## src/pkg/icsm_pkg.sv

```systemverilog
package icsm_pkg;

  // Register byte offsets
  localparam logic [5:0] ADDR_CTRL = 6'h00;
  localparam logic [5:0] ADDR_PRIO = 6'h04;
  localparam logic [5:0] ADDR_LOS_CFG = 6'h08;
  localparam logic [5:0] ADDR_OOF_CFG = 6'h0C;
  localparam logic [5:0] ADDR_LOL_SET = 6'h10;
  localparam logic [5:0] ADDR_LOL_CLR = 6'h14;
  localparam logic [5:0] ADDR_LOL_TMR = 6'h18;
  localparam logic [5:0] ADDR_STATUS = 6'h1C;
  localparam logic [5:0] ADDR_STICKY = 6'h20;
  localparam logic [5:0] ADDR_MASK = 6'h24;

  // Values after reset
  localparam logic [31:0] CTRL_RST = 32'h0000_0F03;
  localparam logic [31:0] PRIO_RST = 32'h0000_0001;
  localparam logic [31:0] LOS_CFG_RST = 32'h0040_0040;
  localparam logic [31:0] OOF_CFG_RST = 32'h0000_0105;
  localparam logic [31:0] LOL_SET_RST = 32'h0000_000A;
  localparam logic [31:0] LOL_CLR_RST = 32'h0000_0001;
  localparam logic [31:0] LOL_TMR_RST = 32'h0000_0100;
  localparam logic [31:0] MASK_RST = 32'h0000_0000;

  // Status bit positions (live, sticky and mask share bits 0-6; ACT and ODIS are live only)
  localparam int ST_SL0 = 0;
  localparam int ST_SL1 = 1;
  localparam int ST_REF = 2;
  localparam int ST_OOF0 = 3;
  localparam int ST_OOF1 = 4;
  localparam int ST_LOL = 5;
  localparam int ST_HOLD = 6;
  localparam int ST_ACT = 7;
  localparam int ST_ODIS = 8;
  localparam int NUM_EV = 7;

  // Monitor constants
  localparam logic [15:0] REF_LOS_CYC = 16'h0040;
  localparam int unsigned PREC_GATE_DEF = 1000000;
  localparam logic [11:0] FAST_GATE = 12'h01F4;
  localparam logic [11:0] FAST_LIMIT = 12'h0002;

  // Zero-ppm reference choices
  localparam logic [1:0] OREF_PINS = 2'h0;
  localparam logic [1:0] OREF_IN0 = 2'h1;
  localparam logic [1:0] OREF_IN1 = 2'h2;

  // Control register layout
  typedef struct packed {
    logic [19:0] rsvd;
    logic fast_en;
    logic prec_en;
    logic [1:0] los_en;
    logic [1:0] oof_ref;
    logic keep_out;
    logic fastlock_en;
    logic manual_sel;
    logic hitless_en;
    logic revertive;
    logic auto_sel;
  } icsm_ctrl_t;

  // Controls handed to the loop core
  typedef struct packed {
    logic active_input;
    logic holdover;
    logic switch_start;
    logic hitless;
    logic fastlock;
    logic output_disable;
  } icsm_pll_ctl_t;

endpackage : icsm_pkg

```

## src/design/icsm_input_clock_select_fault_monitor.sv

```systemverilog
// The implementer's own choices: the register offsets and the Avalon-MM register port.
`timescale 1ns/100ps
// Overview of operation
// - Automatic selection only ever picks an input currently qualified valid.
// - No valid input at all puts the loop into holdover.
// - Revertive: always highest-priority valid input; switch when better one appears.
// - Non-revertive: keep active input while valid, else best valid one.
// - Hitless on: loop absorbs switch phase step; off: passes at loop rate.
// - Hitless switch only between frequency-locked inputs, down to 8 kHz.
// - Switch across up to 500 ppm, pulling in with normal or fast-lock bandwidth.
// - Lock-lost stays asserted during pull-in; no runt pulses on outputs.
// - Gapped input yields ungapped output at its average frequency.
// - Valid gapped input must not trip loss, range or lock monitors.
// - Per-input loss monitor checks every period, own sensitivity, own disable.
// - Signal-loss has live status and sticky copy held until cleared.
// - Reference pins have loss monitor; outputs disabled unless keep option set.
// - Zero-ppm reference selectable: reference pins or either clock input.
// - Range status combines precise and fast monitors, each disableable; live and sticky.
// - Precise monitor resolves 1 ppm; window 0 to 510 ppm in 2 ppm steps.
// - Precise monitor uses configurable hysteresis between assert and release.
// - Fast monitor in parallel flags shifts beyond 4000 ppm.
// - Lock monitor compares phase detector frequencies; set and clear thresholds.
// - Optional timer delays release of lock-lost to stop chatter.
// - Lock-lost pin follows monitor; live and sticky lock-lost status too.
// - Interrupt on any masked status event; drops once sticky cause cleared.
module icsm_input_clock_select_fault_monitor
  import icsm_pkg::*;
#(
  parameter int unsigned PREC_GATE = PREC_GATE_DEF
) (
  input wire logic clk,
  input wire logic arst_n,
  input wire logic [5:0] avs_address,
  input wire logic avs_read,
  input wire logic avs_write,
  input wire logic [31:0] avs_writedata,
  input wire logic [3:0] avs_byteenable,
  output logic [31:0] avs_readdata,
  output logic avs_waitrequest,
  input wire logic clock_input_0,
  input wire logic clock_input_1,
  input wire logic reference_pins,
  input wire logic [16:0] pd_freq_err,
  output icsm_pll_ctl_t pll_ctl,
  output logic lock_lost_pin,
  output logic status_irq_pin
);

  // Gate length as a counter-width constant
  localparam logic [21:0] PGATE = 22'(PREC_GATE);

  // Software registers
  icsm_ctrl_t ctrl_r;
  logic [31:0] prio_r;
  logic [31:0] los_cfg_r;
  logic [31:0] oof_cfg_r;
  logic [31:0] lol_set_r;
  logic [31:0] lol_clr_r;
  logic [31:0] lol_tmr_r;
  logic [31:0] mask_r;
  logic [NUM_EV-1:0] sticky_r;

  // Bus answer state
  logic wait_r;
  logic [31:0] rdata_r;
  logic wr_go;
  logic [31:0] rd_mux;
  logic [31:0] wr_val;
  logic [31:0] wr_clr;

  // Monitor state
  logic [2:0] pin_raw;
  logic [2:0] sync1_r;
  logic [2:0] sync2_r;
  logic [2:0] sync3_r;
  logic [2:0] rise;
  logic [2:0] loss_live;
  logic [1:0] oof_live;
  logic ref_edge;
  logic [21:0] pgate_r;
  logic [11:0] fgate_r;
  logic prec_end;
  logic fast_end;

  // Selection and lock state
  logic [1:0] valid;
  logic any_valid;
  logic best;
  logic sel_nxt;
  logic hold_nxt;
  logic sel_r;
  logic hold_r;
  logic switch_r;
  logic hitless_r;
  logic fastlock_r;
  logic odis_r;
  logic lol_r;
  logic [23:0] lol_cnt_r;
  logic irq_r;
  logic [NUM_EV-1:0] ev_live;

  // Byte-lane merge of write data
  function automatic logic [31:0] be_merge(input logic [31:0] old, input logic [31:0] nw,
                                           input logic [3:0] be);
    logic [31:0] res;
    res = old;
    for (int b = 0; b < 4; b++) begin
      if (be[b]) begin
        res[b*8 +: 8] = nw[b*8 +: 8];
      end
    end
    return res;
  endfunction : be_merge

  // Write lands at the edge where waitrequest is seen low
  assign wr_go = avs_write & ~wait_r;
  // Lane-merged write value over the addressed register, and the clear mask
  assign wr_val = be_merge(rd_mux, avs_writedata, avs_byteenable);
  assign wr_clr = be_merge(32'h0000_0000, avs_writedata, avs_byteenable);

  // Bus handshake: one wait cycle, then one-cycle answer
  always_ff @(posedge clk or negedge arst_n) begin
    if (!arst_n) begin
      wait_r <= 1'b1;
      rdata_r <= 32'h0000_0000;
    end else if ((avs_read | avs_write) & wait_r) begin
      wait_r <= 1'b0;
      rdata_r <= avs_read ? rd_mux : 32'h0000_0000;
    end else begin
      wait_r <= 1'b1;
    end
  end

  // Read decode; unmapped reads return zero
  always_comb begin
    rd_mux = 32'h0000_0000;
    if (avs_address == ADDR_CTRL) begin
      rd_mux = ctrl_r;
    end else if (avs_address == ADDR_PRIO) begin
      rd_mux = prio_r;
    end else if (avs_address == ADDR_LOS_CFG) begin
      rd_mux = los_cfg_r;
    end else if (avs_address == ADDR_OOF_CFG) begin
      rd_mux = oof_cfg_r;
    end else if (avs_address == ADDR_LOL_SET) begin
      rd_mux = lol_set_r;
    end else if (avs_address == ADDR_LOL_CLR) begin
      rd_mux = lol_clr_r;
    end else if (avs_address == ADDR_LOL_TMR) begin
      rd_mux = lol_tmr_r;
    end else if (avs_address == ADDR_STATUS) begin
      rd_mux[NUM_EV-1:0] = ev_live;
      rd_mux[ST_ACT] = sel_r;
      rd_mux[ST_ODIS] = odis_r;
    end else if (avs_address == ADDR_STICKY) begin
      rd_mux[NUM_EV-1:0] = sticky_r;
    end else if (avs_address == ADDR_MASK) begin
      rd_mux[NUM_EV-1:0] = mask_r[NUM_EV-1:0];
    end
  end

  // Configuration writes
  always_ff @(posedge clk or negedge arst_n) begin
    if (!arst_n) begin
      ctrl_r <= CTRL_RST;
      prio_r <= PRIO_RST;
      los_cfg_r <= LOS_CFG_RST;
      oof_cfg_r <= OOF_CFG_RST;
      lol_set_r <= LOL_SET_RST;
      lol_clr_r <= LOL_CLR_RST;
      lol_tmr_r <= LOL_TMR_RST;
      mask_r <= MASK_RST;
    end else if (wr_go) begin
      if (avs_address == ADDR_CTRL) begin
        ctrl_r <= {20'h0_0000, wr_val[11:0]};
      end else if (avs_address == ADDR_PRIO) begin
        prio_r <= {24'h00_0000, wr_val[7:0]};
      end else if (avs_address == ADDR_LOS_CFG) begin
        los_cfg_r <= wr_val;
      end else if (avs_address == ADDR_OOF_CFG) begin
        oof_cfg_r <= {16'h0000, wr_val[15:0]};
      end else if (avs_address == ADDR_LOL_SET) begin
        lol_set_r <= {15'h0000, wr_val[16:0]};
      end else if (avs_address == ADDR_LOL_CLR) begin
        lol_clr_r <= {15'h0000, wr_val[16:0]};
      end else if (avs_address == ADDR_LOL_TMR) begin
        lol_tmr_r <= {8'h00, wr_val[23:0]};
      end else if (avs_address == ADDR_MASK) begin
        mask_r <= {25'h000_0000, wr_clr[6:0]};
      end
    end
  end

  // Pin synchronisers; third stage only for edge detect
  assign pin_raw = {reference_pins, clock_input_1, clock_input_0};
  always_ff @(posedge clk or negedge arst_n) begin
    if (!arst_n) begin
      sync1_r <= 3'h0;
      sync2_r <= 3'h0;
      sync3_r <= 3'h0;
    end else begin
      sync1_r <= pin_raw;
      sync2_r <= sync1_r;
      sync3_r <= sync2_r;
    end
  end
  assign rise = sync2_r & ~sync3_r;

  // Period-based loss monitors: inputs 0,1 and the reference pins
  for (genvar i = 0; i < 3; i++) begin : g_loss
    logic [15:0] per_cnt_r;
    logic loss_r;
    logic [15:0] thr;
    logic en;
    // Reference pins use a fixed threshold and cannot be disabled
    if (i == 2) begin : g_ref
      assign thr = REF_LOS_CYC;
      assign en = 1'b1;
    end else begin : g_in
      assign thr = los_cfg_r[i*16 +: 16];
      assign en = ctrl_r.los_en[i];
    end
    // A gap of up to thr cycles is tolerated, so gapped clocks pass
    always_ff @(posedge clk or negedge arst_n) begin
      if (!arst_n) begin
        per_cnt_r <= 16'h0000;
        loss_r <= 1'b0;
      end else begin
        if (rise[i]) begin
          per_cnt_r <= 16'h0000; // Every period restarts the watch
        end else if (per_cnt_r != 16'hFFFF) begin
          per_cnt_r <= per_cnt_r + 16'h0001;
        end
        loss_r <= en & (per_cnt_r >= thr);
      end
    end
    assign loss_live[i] = loss_r;
  end

  // Zero-ppm reference choice
  always_comb begin
    case (ctrl_r.oof_ref)
      OREF_IN0: ref_edge = rise[0];
      OREF_IN1: ref_edge = rise[1];
      default: ref_edge = rise[2];
    endcase
  end

  // Shared gate counters in reference edges
  assign prec_end = ref_edge & (pgate_r == PGATE - 22'h00_0001);
  assign fast_end = ref_edge & (fgate_r == FAST_GATE - 12'h001);
  always_ff @(posedge clk or negedge arst_n) begin
    if (!arst_n) begin
      pgate_r <= 22'h00_0000;
      fgate_r <= 12'h000;
    end else begin
      if (prec_end) begin
        pgate_r <= 22'h00_0000;
      end else if (ref_edge) begin
        pgate_r <= pgate_r + 22'h00_0001;
      end
      if (fast_end) begin
        fgate_r <= 12'h000;
      end else if (ref_edge) begin
        fgate_r <= fgate_r + 12'h001;
      end
    end
  end

  // Frequency-range monitors per input
  for (genvar i = 0; i < 2; i++) begin : g_oof
    logic [21:0] pcnt_r;
    logic [11:0] fcnt_r;
    logic prec_r;
    logic fast_r;
    logic [21:0] pdev;
    logic [11:0] fdev;
    logic [21:0] win;
    logic [21:0] hys;
    assign pdev = (pcnt_r > PGATE) ? pcnt_r - PGATE : PGATE - pcnt_r;
    assign fdev = (fcnt_r > FAST_GATE) ? fcnt_r - FAST_GATE : FAST_GATE - fcnt_r;
    assign win = {13'h0000, oof_cfg_r[7:0], 1'b0}; // 2 ppm steps
    assign hys = {13'h0000, oof_cfg_r[15:8], 1'b0};
    // One count per gate is 1 ppm at the default gate length
    always_ff @(posedge clk or negedge arst_n) begin
      if (!arst_n) begin
        pcnt_r <= 22'h00_0000;
        fcnt_r <= 12'h000;
        prec_r <= 1'b0;
        fast_r <= 1'b0;
      end else begin
        if (prec_end) begin
          pcnt_r <= {21'h00_0000, rise[i]};
          if (pdev > win) begin
            prec_r <= 1'b1;
          end else if (pdev + hys <= win) begin
            prec_r <= 1'b0;
          end
        end else if (rise[i]) begin
          pcnt_r <= pcnt_r + 22'h00_0001;
        end
        if (fast_end) begin
          fcnt_r <= {11'h000, rise[i]};
          fast_r <= fdev > FAST_LIMIT; // Beyond 4000 ppm
        end else if (rise[i]) begin
          fcnt_r <= fcnt_r + 12'h001;
        end
      end
    end
    assign oof_live[i] = (ctrl_r.prec_en & prec_r) | (ctrl_r.fast_en & fast_r);
  end

  // Input qualification and priority pick
  assign valid = ~loss_live[1:0] & ~oof_live;
  assign any_valid = |valid;
  assign best = (&valid) ? (prio_r[7:4] > prio_r[3:0]) : valid[1];

  // Next selection
  always_comb begin
    sel_nxt = sel_r;
    hold_nxt = hold_r;
    if (!ctrl_r.auto_sel) begin
      sel_nxt = ctrl_r.manual_sel;
      hold_nxt = ~valid[ctrl_r.manual_sel];
    end else if (!any_valid) begin
      hold_nxt = 1'b1;
    end else if (ctrl_r.revertive) begin
      sel_nxt = best;
      hold_nxt = 1'b0;
    end else if (hold_r | ~valid[sel_r]) begin
      sel_nxt = best;
      hold_nxt = 1'b0;
    end
  end

  // Selection state; the loop averages any gaps of the chosen input
  always_ff @(posedge clk or negedge arst_n) begin
    if (!arst_n) begin
      sel_r <= 1'b0;
      hold_r <= 1'b1;
      switch_r <= 1'b0;
    end else begin
      sel_r <= sel_nxt;
      hold_r <= hold_nxt;
      switch_r <= (sel_nxt != sel_r) | (hold_r & ~hold_nxt);
    end
  end

  // Loop controls: hitless only if both inputs lock in frequency
  always_ff @(posedge clk or negedge arst_n) begin
    if (!arst_n) begin
      hitless_r <= 1'b0;
      fastlock_r <= 1'b0;
      odis_r <= 1'b0;
    end else begin
      hitless_r <= ctrl_r.hitless_en & ~oof_live[0] & ~oof_live[1];
      fastlock_r <= ctrl_r.fastlock_en & lol_r; // Pull-in bandwidth choice
      odis_r <= loss_live[2] & ~ctrl_r.keep_out; // Pull-in never disables outputs
    end
  end

  // Lock monitor with set/clear hysteresis and release timer
  always_ff @(posedge clk or negedge arst_n) begin
    if (!arst_n) begin
      lol_r <= 1'b1;
      lol_cnt_r <= 24'h00_0000;
    end else if (switch_r | hold_r) begin
      lol_r <= 1'b1; // Held through pull
      lol_cnt_r <= 24'h00_0000;
    end else if (pd_freq_err > lol_set_r[16:0]) begin
      lol_r <= 1'b1;
      lol_cnt_r <= 24'h00_0000;
    end else if (lol_r & (pd_freq_err <= lol_clr_r[16:0])) begin
      if (lol_cnt_r >= lol_tmr_r[23:0]) begin
        lol_r <= 1'b0;
      end else begin
        lol_cnt_r <= lol_cnt_r + 24'h00_0001;
      end
    end else begin
      lol_cnt_r <= 24'h00_0000;
    end
  end

  // Live status vector
  assign ev_live = {hold_r, lol_r, oof_live, loss_live[2], loss_live[1:0]};

  // Sticky flags: setting wins over a write-one clear
  always_ff @(posedge clk or negedge arst_n) begin
    if (!arst_n) begin
      sticky_r <= 7'h00;
    end else if (wr_go & (avs_address == ADDR_STICKY)) begin
      sticky_r <= (sticky_r & ~wr_clr[NUM_EV-1:0]) | ev_live;
    end else begin
      sticky_r <= sticky_r | ev_live;
    end
  end

  // Masked interrupt from the sticky flags
  always_ff @(posedge clk or negedge arst_n) begin
    if (!arst_n) begin
      irq_r <= 1'b0;
    end else begin
      irq_r <= |(sticky_r & mask_r[NUM_EV-1:0]);
    end
  end

  // Outputs, all registered
  assign avs_waitrequest = wait_r;
  assign avs_readdata = rdata_r;
  assign lock_lost_pin = lol_r;
  assign status_irq_pin = irq_r;
  assign pll_ctl = '{active_input: sel_r, holdover: hold_r, switch_start: switch_r,
                     hitless: hitless_r, fastlock: fastlock_r, output_disable: odis_r};

endmodule : icsm_input_clock_select_fault_monitor

```

## config.mk

```make
export PLATFORM = sky130hd
export DESIGN_NAME = icsm_input_clock_select_fault_monitor
export DESIGN_NICKNAME = d
export VERILOG_FILES = /design/src/pkg/icsm_pkg.sv /design/src/design/icsm_input_clock_select_fault_monitor.sv
export SDC_FILE = /design/constraint.sdc
export NUM_CORES = 1
export LEC_CHECK = 0
export ABC_CLOCK_PERIOD_IN_PS = 12550
export BUFFER_PORTS_ARGS = -buffer_cell sky130_fd_sc_hd__buf_2
export CORE_MARGIN = 4
export CORE_UTILIZATION = 35
export CTS_CLUSTER_DIAMETER = 120
export DETAILED_ROUTE_END_ITERATION = 7
export GPL_TIMING_DRIVEN = 0
export PLACE_DENSITY_LB_ADDON = 0.1
export SYNTH_ARGS = -nofsm -noshare
export SYNTH_HDL_FRONTEND = slang
export SYNTH_SLANG_ARGS = --single-unit
```

## constraint.sdc

```tcl
create_clock -name clk -period 12.55 [get_ports clk]
set_input_delay 1.255 -clock clk [delete_from_list [all_inputs] [get_ports clk]]
set_output_delay 1.255 -clock clk [all_outputs]
set_load 0.005 [all_outputs]
```

==> results of run 1 <==
[cell families after synthesis]
group           after synthesis  share of synthesized area [%]
fa+ha+maj                   175                           9.61
compound gates              603                           16.7
simple gates                908                           18.8
mux                          61                           2.75
buf+inv                     271                           4.75
flops                       371                           40.6
xor+xnor                    177                           6.79
[cell usage in the layout, fill, tap and decap left out, types with 12 or more instances in the layout]
cell type,count
dfrtp_1,352
nand2_1,292
nor2_1,240
o21ai_0,233
ha_1,173
inv_1,160
a21oi_1,107
buf_2,106
clkbuf_1,104
xor2_1,90
xnor2_1,86
nand3_1,79
nand4_1,60
a21o_1,54
clkbuf_16,46
and3_1,45
mux2i_1,44
or3_1,34
nor3_1,33
a22o_1,33
a22oi_1,29
nor2b_1,22
o21a_1,21
nand2b_1,20
dfstp_2,19
mux2_2,16
nor4_1,15
and2_1,15
o31ai_1,13
or4_1,12
o22ai_1,12
a221oi_1,12
[path summary, 6_finish.rpt]
kind | end | depth (start not counted) | startpoint
worst max-delay path | g_oof[0].prec_r | 25 | g_oof[0].pcnt_r[2]
worst min-delay path | sync2_r[0] | 0 | sync1_r[0]
worst max register to register | g_oof[0].prec_r | 25 | g_oof[0].pcnt_r[2]
worst min register to register | sync2_r[0] | 0 | sync1_r[0]
max in group asynchronous | g_oof[1].fcnt_r[7] | 2 | arst_n
min in group asynchronous | lol_clr_r[2] | 1 | arst_n
[per-layer routing]
layer,part of all wire (%),global-route usage [%]
met4,2.4,5.11
met3,4.4,2.55
met5,0,0
met1,49,28.2
met2,45,30.5
[final cells by class]
class	instances	share of cell area [%]
clock buffers	76	5.11
well taps	855	4.10
multi-input cells	1924	48.1
clock inverters	7	0.523
repair buffers	105	2.31
diodes	1	0.00959
inverters	161	2.32
plain buffers	110	1.86
flip-flops and latches	371	35.7
[critical path: stages (launching register included)]
cell and delay, ps:
dfrtp_1 360, clkbuf_1 220, nor4_2 480, nand4_1 210
or4_1 530, nand2_1 140, buf_6 150, buf_2 220
buf_2 260, o31ai_1 130, xnor2_1 300, ha_1 330
a21oi_1 220, o21bai_1 110, a21o_1 210, a21oi_1 210
nor2b_1 70, nor2_1 110, xnor2_1 90, ha_1 320
nand4_1 90, nor4_1 230, a21oi_1 90, a2111oi_0 460
o2111ai_1 190, a22o_1 210
[power breakdown]
part / leakage [nW] / total (mW) / switching [mW] / internal (mW)
clock: 0.711 / 1.32 / 0.531 / 0.786
sequential: 4.98 / 1.40 / 0.107 / 1.29
combinational: 6.02 / 0.849 / 0.490 / 0.359
total: 11.7 / 3.56 / 1.13 / 2.43
[registers in the layout (all words and copies together), names as in the netlist, 12 cells and up]
signal / flops
g_oof.pcnt_r: 44
avs_readdata: 32
lol_set_r: 17
fgate_r: 12
los_cfg_r: 32
ctrl_r: 12
pgate_r: 22
g_oof.fcnt_r: 24
oof_cfg_r: 16
g_loss.per_cnt_r: 48
lol_cnt_r: 24
lol_tmr_r: 24
lol_clr_r: 17
==> results.py, run 1 <==
metrics = {
    "floorplan": {
        "design.die.area_sq_mm": 0.0697,
        "ioPinCount": 107,
        "die_height_um": 264,
        "floorplan.rows": 93,
        "die_w_um": 264,
        "initial_core_util_pct": 35.5,
        "core_region_area_sq_mm": 0.0647,
    },
    "global_route": {
        "grt_usage_pct": 19.4,
        "grt_pass1_wl_mm": 109,
        "overflow": 0,
        "grt_pass1_vias": 18974,
        "antenna_found_initial": 2,
        "grt_max_degree": 115,
    },
    "timing": {
        "finalSetupTns_ps": 0,
        "fmax_ghz": 0.166,
        "setup_violations": 0,
        "slew_viol_final": 0,
        "hold_violations": 0,
        "final.setup_skew_ps": 32.5,
        "period_minus_slack_ps": 6020,
        "worst_slack_ps": 6530,
        "worst_pin_slew_ps": 1370,
        "rsz0062_at_grt": "no",
        "slew_headroom_pct": 7.38,
        "timing.hold.ws_ps": 354,
        "fin_crit_sh_pct": 48.0,
    },
    "layout": {
        "ff_latch_area_sq_mm": 0.00931,
        "fin_area_sq_mm": 0.0261,
        "drive_gt1_share_pct": 9.19,
        "multi_input_area_sq_mm": 0.0125,
        "final_util_pct": 40.3,
        "syn2layout_area_growth_pct": 13.7,
        "final_nets": 2960,
        "fill_cells": 6550,
        "instances_no_fill": 3610,
    },
    "clock_tree": {
        "clock-sinks": 371,
        "cts_resized": 0,
        "holdBufCountCts": 0,
        "cts-root-buf": "clkbuf_16",
        "postCtsSetupBuffers": 0,
        "cts_buffers": 46,
        "clockBufferDepth": 3,
        "cts_max_level": 2,
        "clk_latency_ps": 590,
        "cts_tree": "yes",
        "path_clk_slew_ps": 60,
    },
    "synth": {
        "ys_types": 92,
        "avgSynthCellArea_sq_um": 8.94,
        "yosysSeqAreaShare_pct": 40.6,
        "synth_top_area_share_pct": 38.4,
        "ys_ff_latch": 371,
        "synthesis.area_sq_mm": 0.0229,
        "synth_top_flop_cell": "dfrtp_1",
        "synth-edff-count": 0,
        "synth.net_count": 2807,
        "synth_top_area_cell": "dfrtp_1",
        "async_flop_share_pct": 100,
        "ys.warnings.count": 0,
        "syn_inst": 2566,
        "synth_common_cells": "dfrtp_1, nand2_1, nor2_1",
        "synth_most_common_cell": "dfrtp_1",
        "synth.area.top_cells": "dfrtp_1, ha_1, o21ai_0",
    },
    "placed_design": {
        "dp_hpwl_mm": 52.1,
        "dpl-instance-area_sq_mm": 0.0246,
        "io_buffers": 102,
        "post-place-ws_ps": 6590,
        "dp_cells": 3526,
        "gp_congestion": 0.870,
    },
    "route": {
        "finalWirelength_mm": 68.8,
        "vias": 19329,
        "antenna_left": 0,
        "drcViolationCount": 0,
        "drtPass1Iterations": 5,
        "viasPerCell": 5.35,
        "drtIter0Drc": 1269,
        "wl_per_cell_um": 19.0,
    },
    "job": {
        "drv_cap": 0,
    },
    "critical_path": {
        "cp_data_required_time_ps": 13020,
        "cp.arrival_ps": 6490,
        "rrSetupSlack_ps": 6530,
        "crit_type": "register to register",
        "crit_path_start_kind": "register",
        "end_kind": "register",
        "critPathMaxFanout": 10,
    },
    "power": {
        "total_power_mw": 3.56,
        "p_per_area_mw_per_mm2": 137,
        "p_leak_nw": 11.7,
        "ir_worst_vdd_v": 0.0000982,
    },
    "status": {
        "outcome": "finished clean",
    },
    "worst_hold_path": {
        "holdCritPathClass": "register to register",
    },
}
(Power assumes the default switching activity.)
==> run 2, diff against run 1 <==
- ABC_CLOCK_PERIOD_IN_PS: 12550 -> 4900
- clock period: 12.55 -> 4.9 ns (I/O delays scaled with it)
==> run 2 against run 1 <==
The flow now finishes with violations (max-capacitance violations, negative setup slack). Register-to-register slack worse by 6600 ps. Utilization up 0.99 points. Setup slack worse by 6600 ps. Total power rose to 2.7 times the previous value. Combinational power rose to 2.8 times the previous value. Global-route usage up 0.17 points. Die area unchanged. Worst hold slack worse by 300 ps.
==> results.py, run 2 (synthesis results as in run 1) <==
metrics = {
    "status": {
        "violations": "max-capacitance violations, negative setup slack",
        "outcome": "finished with violations",
    },
    "job": {
        "drv_cap": 1,
    },
    "timing": {
        "timing.hold.ws_ps": 54.1,
        "hold_violations": 0,
        "fin_crit_sh_pct": 102,
        "setup_violations": 1,
        "worst_slack_ps": -73.7,
        "finalSetupTns_ps": -73.7,
        "rsz0062_at_grt": "yes",
        "slew_headroom_pct": 0.293,
        "slew_viol_final": 0,
        "fmax_ghz": 0.201,
        "period_minus_slack_ps": 4970,
        "worst_pin_slew_ps": 1480,
        "final.setup_skew_ps": 35.0,
    },
    "clock_tree": {
        "cts-root-buf": "clkbuf_16",
        "cts_buffers": 46,
        "cts_max_level": 2,
        "path_clk_slew_ps": 60,
        "cts_tree": "yes",
        "clock-sinks": 371,
        "clockBufferDepth": 3,
        "clk_latency_ps": 610,
    },
    "critical_path": {
        "reg2reg_depth": 21,
        "slowest_stage": "or4_4",
        "end_kind": "register",
        "cp_data_required_time_ps": 5340,
        "crit_path_start_kind": "register",
        "cpPeakStageDelay_ps": 570,
        "crit_type": "register to register",
        "crit_top_cell": "o21a_1",
        "path_cells": "or4_4 > nor4_4 > a211o_4 > nand2_8 > nor2_4 > xor2_4 > ha_4 > a21oi_4 > nor2b_4 > o21a_1 > o31a_1 > o21a_1 > nor2_2 > xnor2_1 > ha_1 > a21oi_1 > o21ai_0 > a21oi_2 > o2111ai_1 > o41ai_1 > o21ai_1",
        "critPathMaxFanout": 5,
        "cp.arrival_ps": 5420,
    },
    "route": {
        "drtPass1Iterations": 5,
        "drtIter0Drc": 1226,
        "finalWirelength_mm": 69.3,
        "vias": 19433,
        "drcViolationCount": 0,
        "antenna_left": 0,
        "wl_per_cell_um": 19.0,
        "viasPerCell": 5.33,
    },
    "global_route": {
        "grt_pass1_vias": 19237,
        "grt_max_degree": 117,
        "overflow": 0,
        "grt_usage_pct": 19.6,
        "grt_pass1_wl_mm": 110,
        "antenna_found_initial": 3,
    },
    "layout": {
        "fill_cells": 6560,
        "fin_area_sq_mm": 0.0267,
        "final_nets": 2991,
        "final_common_cell": "dfrtp_1",
        "final_util_pct": 41.3,
        "final_cell_mix": "dfrtp_1, nand2_1, nor2_1",
        "largest_reg_flops": 48,
        "regMostFlops": "g_loss.per_cnt_r",
        "drive_gt1_share_pct": 12.3,
        "top_regs": "g_loss.per_cnt_r (48), g_oof.pcnt_r (44)",
        "instances_no_fill": 3643,
        "syn2layout_area_growth_pct": 16.5,
    },
    "worst_hold_path": {
        "min_delay_path_depth": 1,
        "holdCritPathClass": "input pin to register",
    },
    "power": {
        "ir_worst_vdd_v": 0.000226,
        "p_per_area_mw_per_mm2": 357,
        "p_leak_nw": 12.0,
    },
    "placed_design": {
        "dp_hpwl_mm": 52.1,
        "io_buffers": 102,
        "gp_congestion": 0.848,
        "dp_cells": 3526,
        "dpl-instance-area_sq_mm": 0.0246,
    },
    "floorplan": {
        "design.die.area_sq_mm": 0.0697,
        "die_height_um": 264,
        "ioPinCount": 107,
        "floorplan.rows": 93,
        "initial_core_util_pct": 35.5,
        "die_w_um": 264,
        "core_region_area_sq_mm": 0.0647,
    },
}
-- run 2: cell types whose count changed in the layout (fill, tap and decap cells not counted), moves of 4 or more --
cell,delta
dfrtp_1,-8
buf_4,+35
dfrtp_2,+8
clkbuf_1,-19
clkinv_2,+7
ha_1,-4
a21oi_1,-7
clkbuf_8,+7
a21oi_2,+6
-- run 2: worst paths after layout --
check                                          from         endpoint  slack, ps
worst max-delay path            g_oof[1].pcnt_r[10]  g_oof[1].prec_r        -70
worst min-delay path                  clock_input_0       sync1_r[0]         50
worst max register to register  g_oof[1].pcnt_r[10]  g_oof[1].prec_r        -70
worst min register to register           sync1_r[2]       sync2_r[2]        350
max in group asynchronous                    arst_n       fgate_r[4]       2950
min in group asynchronous                    arst_n     lol_clr_r[4]        440
-- run 2: routing by layer --
metal  global-route usage, %  part of all wire [%]  up-vias
met2                    31.0                    45      428
met3                    3.23                   4.6      109
met5                       0                     0        -
li1                        -                     -     9412
met1                    27.9                    48     9484
met4                    4.94                   2.6        0
-- run 2: critical path, delay by kind of cell (launching register included) --
kind | cells | cell delay [ps]
flip-flops | 1 | 440
XOR/XNOR | 2 | 360
AO/OA/AOI/OAI | 11 | 2110
AND/OR/NAND/NOR | 6 | 1400
adder cells (fa/ha/maj) | 2 | 510
-- run 2: power breakdown --
part | switching [mW] | internal, mW
registers | 0.292 | 3.30
logic | 1.31 | 1.05
clock network | 1.43 | 2.14
-- run 2: repair_timing --
action | in CTS | in global routing
endpoints found under the setup margin | 2 | 2
hold buffers | 3 | 0
cloned | 0 | 0
gates resized for setup | 23 | 30
hold endpoints to repair | 68 | 0
setup buffers | 10 | 25
pin swaps | 12 | 27
-- run 2: layout make-up --
type / instances / area, sq um / area share, %
multi-input cells: 1924 / 12800 / 47.8
flip-flops and latches: 371 / 9320 / 34.9
clock buffers: 71 / 1410 / 5.26
well taps: 855 / 1070 / 4.00
repair buffers: 143 / 896 / 3.35
inverters: 161 / 606 / 2.27
plain buffers: 103 / 458 / 1.71
clock inverters: 14 / 189 / 0.707
diodes: 1 / 2.50 / 0.00936
-- run 2: per-stage QoR --
stage	power, mW	setup slack, ps
after global placement	5.74	-4450
after detailed placement	5.80	-880
final	9.53	-73.7
after floorplan	5.15	21.8
after global routing	10.1	-307
after CTS	9.52	0.301
==> run 3, diff against run 2 <==
- SETUP_SLACK_MARGIN: unset -> 0.5
==> run 3 against run 2 <==
Final cell count increased by 0.60%. Via count grew 0.83%. Largest cell class unchanged. Combinational power is 2% higher. Sequential power about the same. Clock power fell by 3%. Critical path depth grew 7. Routed wire length about the same. Clock-buffer cell count rose by 4. The run now ends clean. Worst hold slack got worse by 6.5 ps. Highest routed layer unchanged. Sequential share of layout area down 0.28 points. Setup slack gained 150 ps. Register-to-register slack better by 150 ps.
==> results.py, run 3 (synthesis results as in run 1) <==
metrics = {
    "route": {
        "wl_per_cell_um": 18.9,
        "drtPass1Iterations": 6,
        "finalWirelength_mm": 69.3,
        "viasPerCell": 5.35,
        "antenna_left": 0,
        "drcViolationCount": 0,
        "vias": 19594,
        "drtIter0Drc": 1335,
    },
    "critical_path": {
        "cp.arrival_ps": 5290,
        "rrSetupSlack_ps": 70,
        "crit_type": "register to register",
        "cp_data_required_time_ps": 5360,
        "path_buf_inv": 17,
        "cpPeakStageDelay_ps": 570,
        "slowest_stage": "or4_1",
        "critPathMaxFanout": 6,
        "crit_top_cell": "buf_4",
        "crit_path_start_kind": "register",
        "path_delay_family": "buffers and inverters",
        "end_kind": "register",
    },
    "power": {
        "total_power_mw": 9.45,
        "ir_worst_vdd_v": 0.000236,
        "p_leak_nw": 12.1,
        "p_per_area_mw_per_mm2": 351,
    },
    "status": {
        "outcome": "finished clean",
    },
    "global_route": {
        "grt_max_degree": 104,
        "grt_usage_pct": 19.5,
        "antenna_found_initial": 0,
        "overflow": 0,
        "grt_pass1_vias": 19328,
        "grt_pass1_wl_mm": 110,
    },
    "floorplan": {
        "core_region_area_sq_mm": 0.0647,
        "initial_core_util_pct": 35.5,
        "die_height_um": 264,
        "design.die.area_sq_mm": 0.0697,
        "floorplan.rows": 93,
        "die_w_um": 264,
        "ioPinCount": 107,
    },
    "placed_design": {
        "post-place-ws_ps": -533,
        "gp_congestion": 0.856,
        "dp_hpwl_mm": 51.9,
        "io_buffers": 102,
    },
    "worst_hold_path": {
        "holdCritPathClass": "input pin to register",
    },
    "layout": {
        "final_cell_mix": "dfrtp_1, nand2_1, nor2_1",
        "syn2layout_area_growth_pct": 17.4,
        "final_nets": 3014,
        "final_common_cell": "dfrtp_1",
        "antennaDiodeCount": 0,
        "drive_gt1_share_pct": 13.1,
        "regMostFlops": "g_loss.per_cnt_r",
        "top_regs": "g_loss.per_cnt_r (48), g_oof.pcnt_r (44)",
        "largest_reg_flops": 48,
    },
    "timing": {
        "fin_crit_sh_pct": 98.5,
        "worst_slack_ps": 72.7,
        "rsz0062_at_grt": "yes",
        "slew_headroom_pct": 14.1,
        "final.setup_skew_ps": 42.7,
        "fmax_ghz": 0.207,
        "hold_violations": 0,
        "setup_violations": 0,
        "slew_viol_final": 0,
        "worst_pin_slew_ps": 1280,
        "period_minus_slack_ps": 4830,
    },
    "clock_tree": {
        "clk_latency_ps": 610,
        "clockBufferDepth": 3,
        "cts-root-buf": "clkbuf_16",
        "cts_max_level": 2,
        "clock-sinks": 371,
        "cts_buffers": 46,
        "path_clk_slew_ps": 60,
        "cts_tree": "yes",
    },
    "job": {
        "drv_cap": 0,
    },
}
## run 3: cell types whose count changed in the layout (fill, tap and decap cells not counted), moves of 3 or more
cell,delta
buf_2,-3
buf_4,+17
clkbuf_1,+9
clkinv_2,-5
ha_1,-3
ha_2,+4
## run 3: cell type report
class                   instances  area [sq um]
fillers                      6521         37800
clock inverters                10           168
clock buffers                  75          1370
well taps                     855          1070
plain buffers                 110           556
repair buffers                159          1020
flip-flops and latches        371          9320
multi-input cells            1924         12800
inverters                     161           607
## run 3: routing by layer
layer | global-route usage, % | routed length, um
met1 | 27.4 | 32400
met2 | 31.6 | 31700
met3 | 3.63 | 3840
met4 | 4.24 | 1450
met5 | 0 | 0
## run 3: final timing paths
| check | to | cells past startpoint | startpoint |
|---|---|---|---|
| max in group asynchronous | g_oof[0].pcnt_r[7] | 4 | arst_n |
| min reg2reg | sync2_r[0] | 0 | sync1_r[0] |
| max reg2reg | g_oof[0].prec_r | 28 | g_oof[0].pcnt_r[6] |
| min in group asynchronous | lol_clr_r[4] | 2 | arst_n |
| max | g_oof[0].prec_r | 28 | g_oof[0].pcnt_r[6] |
| min | sync1_r[0] | 1 | clock_input_0 |
## run 3: what timing repair did
item                                    4_1_cts  5_1_grt
pin swaps                                    25       20
hold buffers                                  3        0
setup buffers                                41       10
gates resized for setup                      32       37
endpoints found under the setup margin        2        2
hold endpoints to repair                     71        0
## run 3: per-stage QoR
stage               instance area, sq um  std cells  hold WS, ps  util [%]  setup TNS (ps)
finish                             26900       3665         47.6      41.6               0
global route                       26900       3665         14.5      41.6            -122
CTS                                26700       3655         15.3      41.3               0
detailed placement                 24700       3526          338      38.2            -795
global placement                   24600       3523          334      38.0        -1560360
floorplan                          23000       2566          194         -               0
## run 3: power by group
part           switching, mW  internal (mW)
combinational           1.34           1.06
clock                   1.39           2.08
sequential             0.281           3.30
total                   3.01           6.43
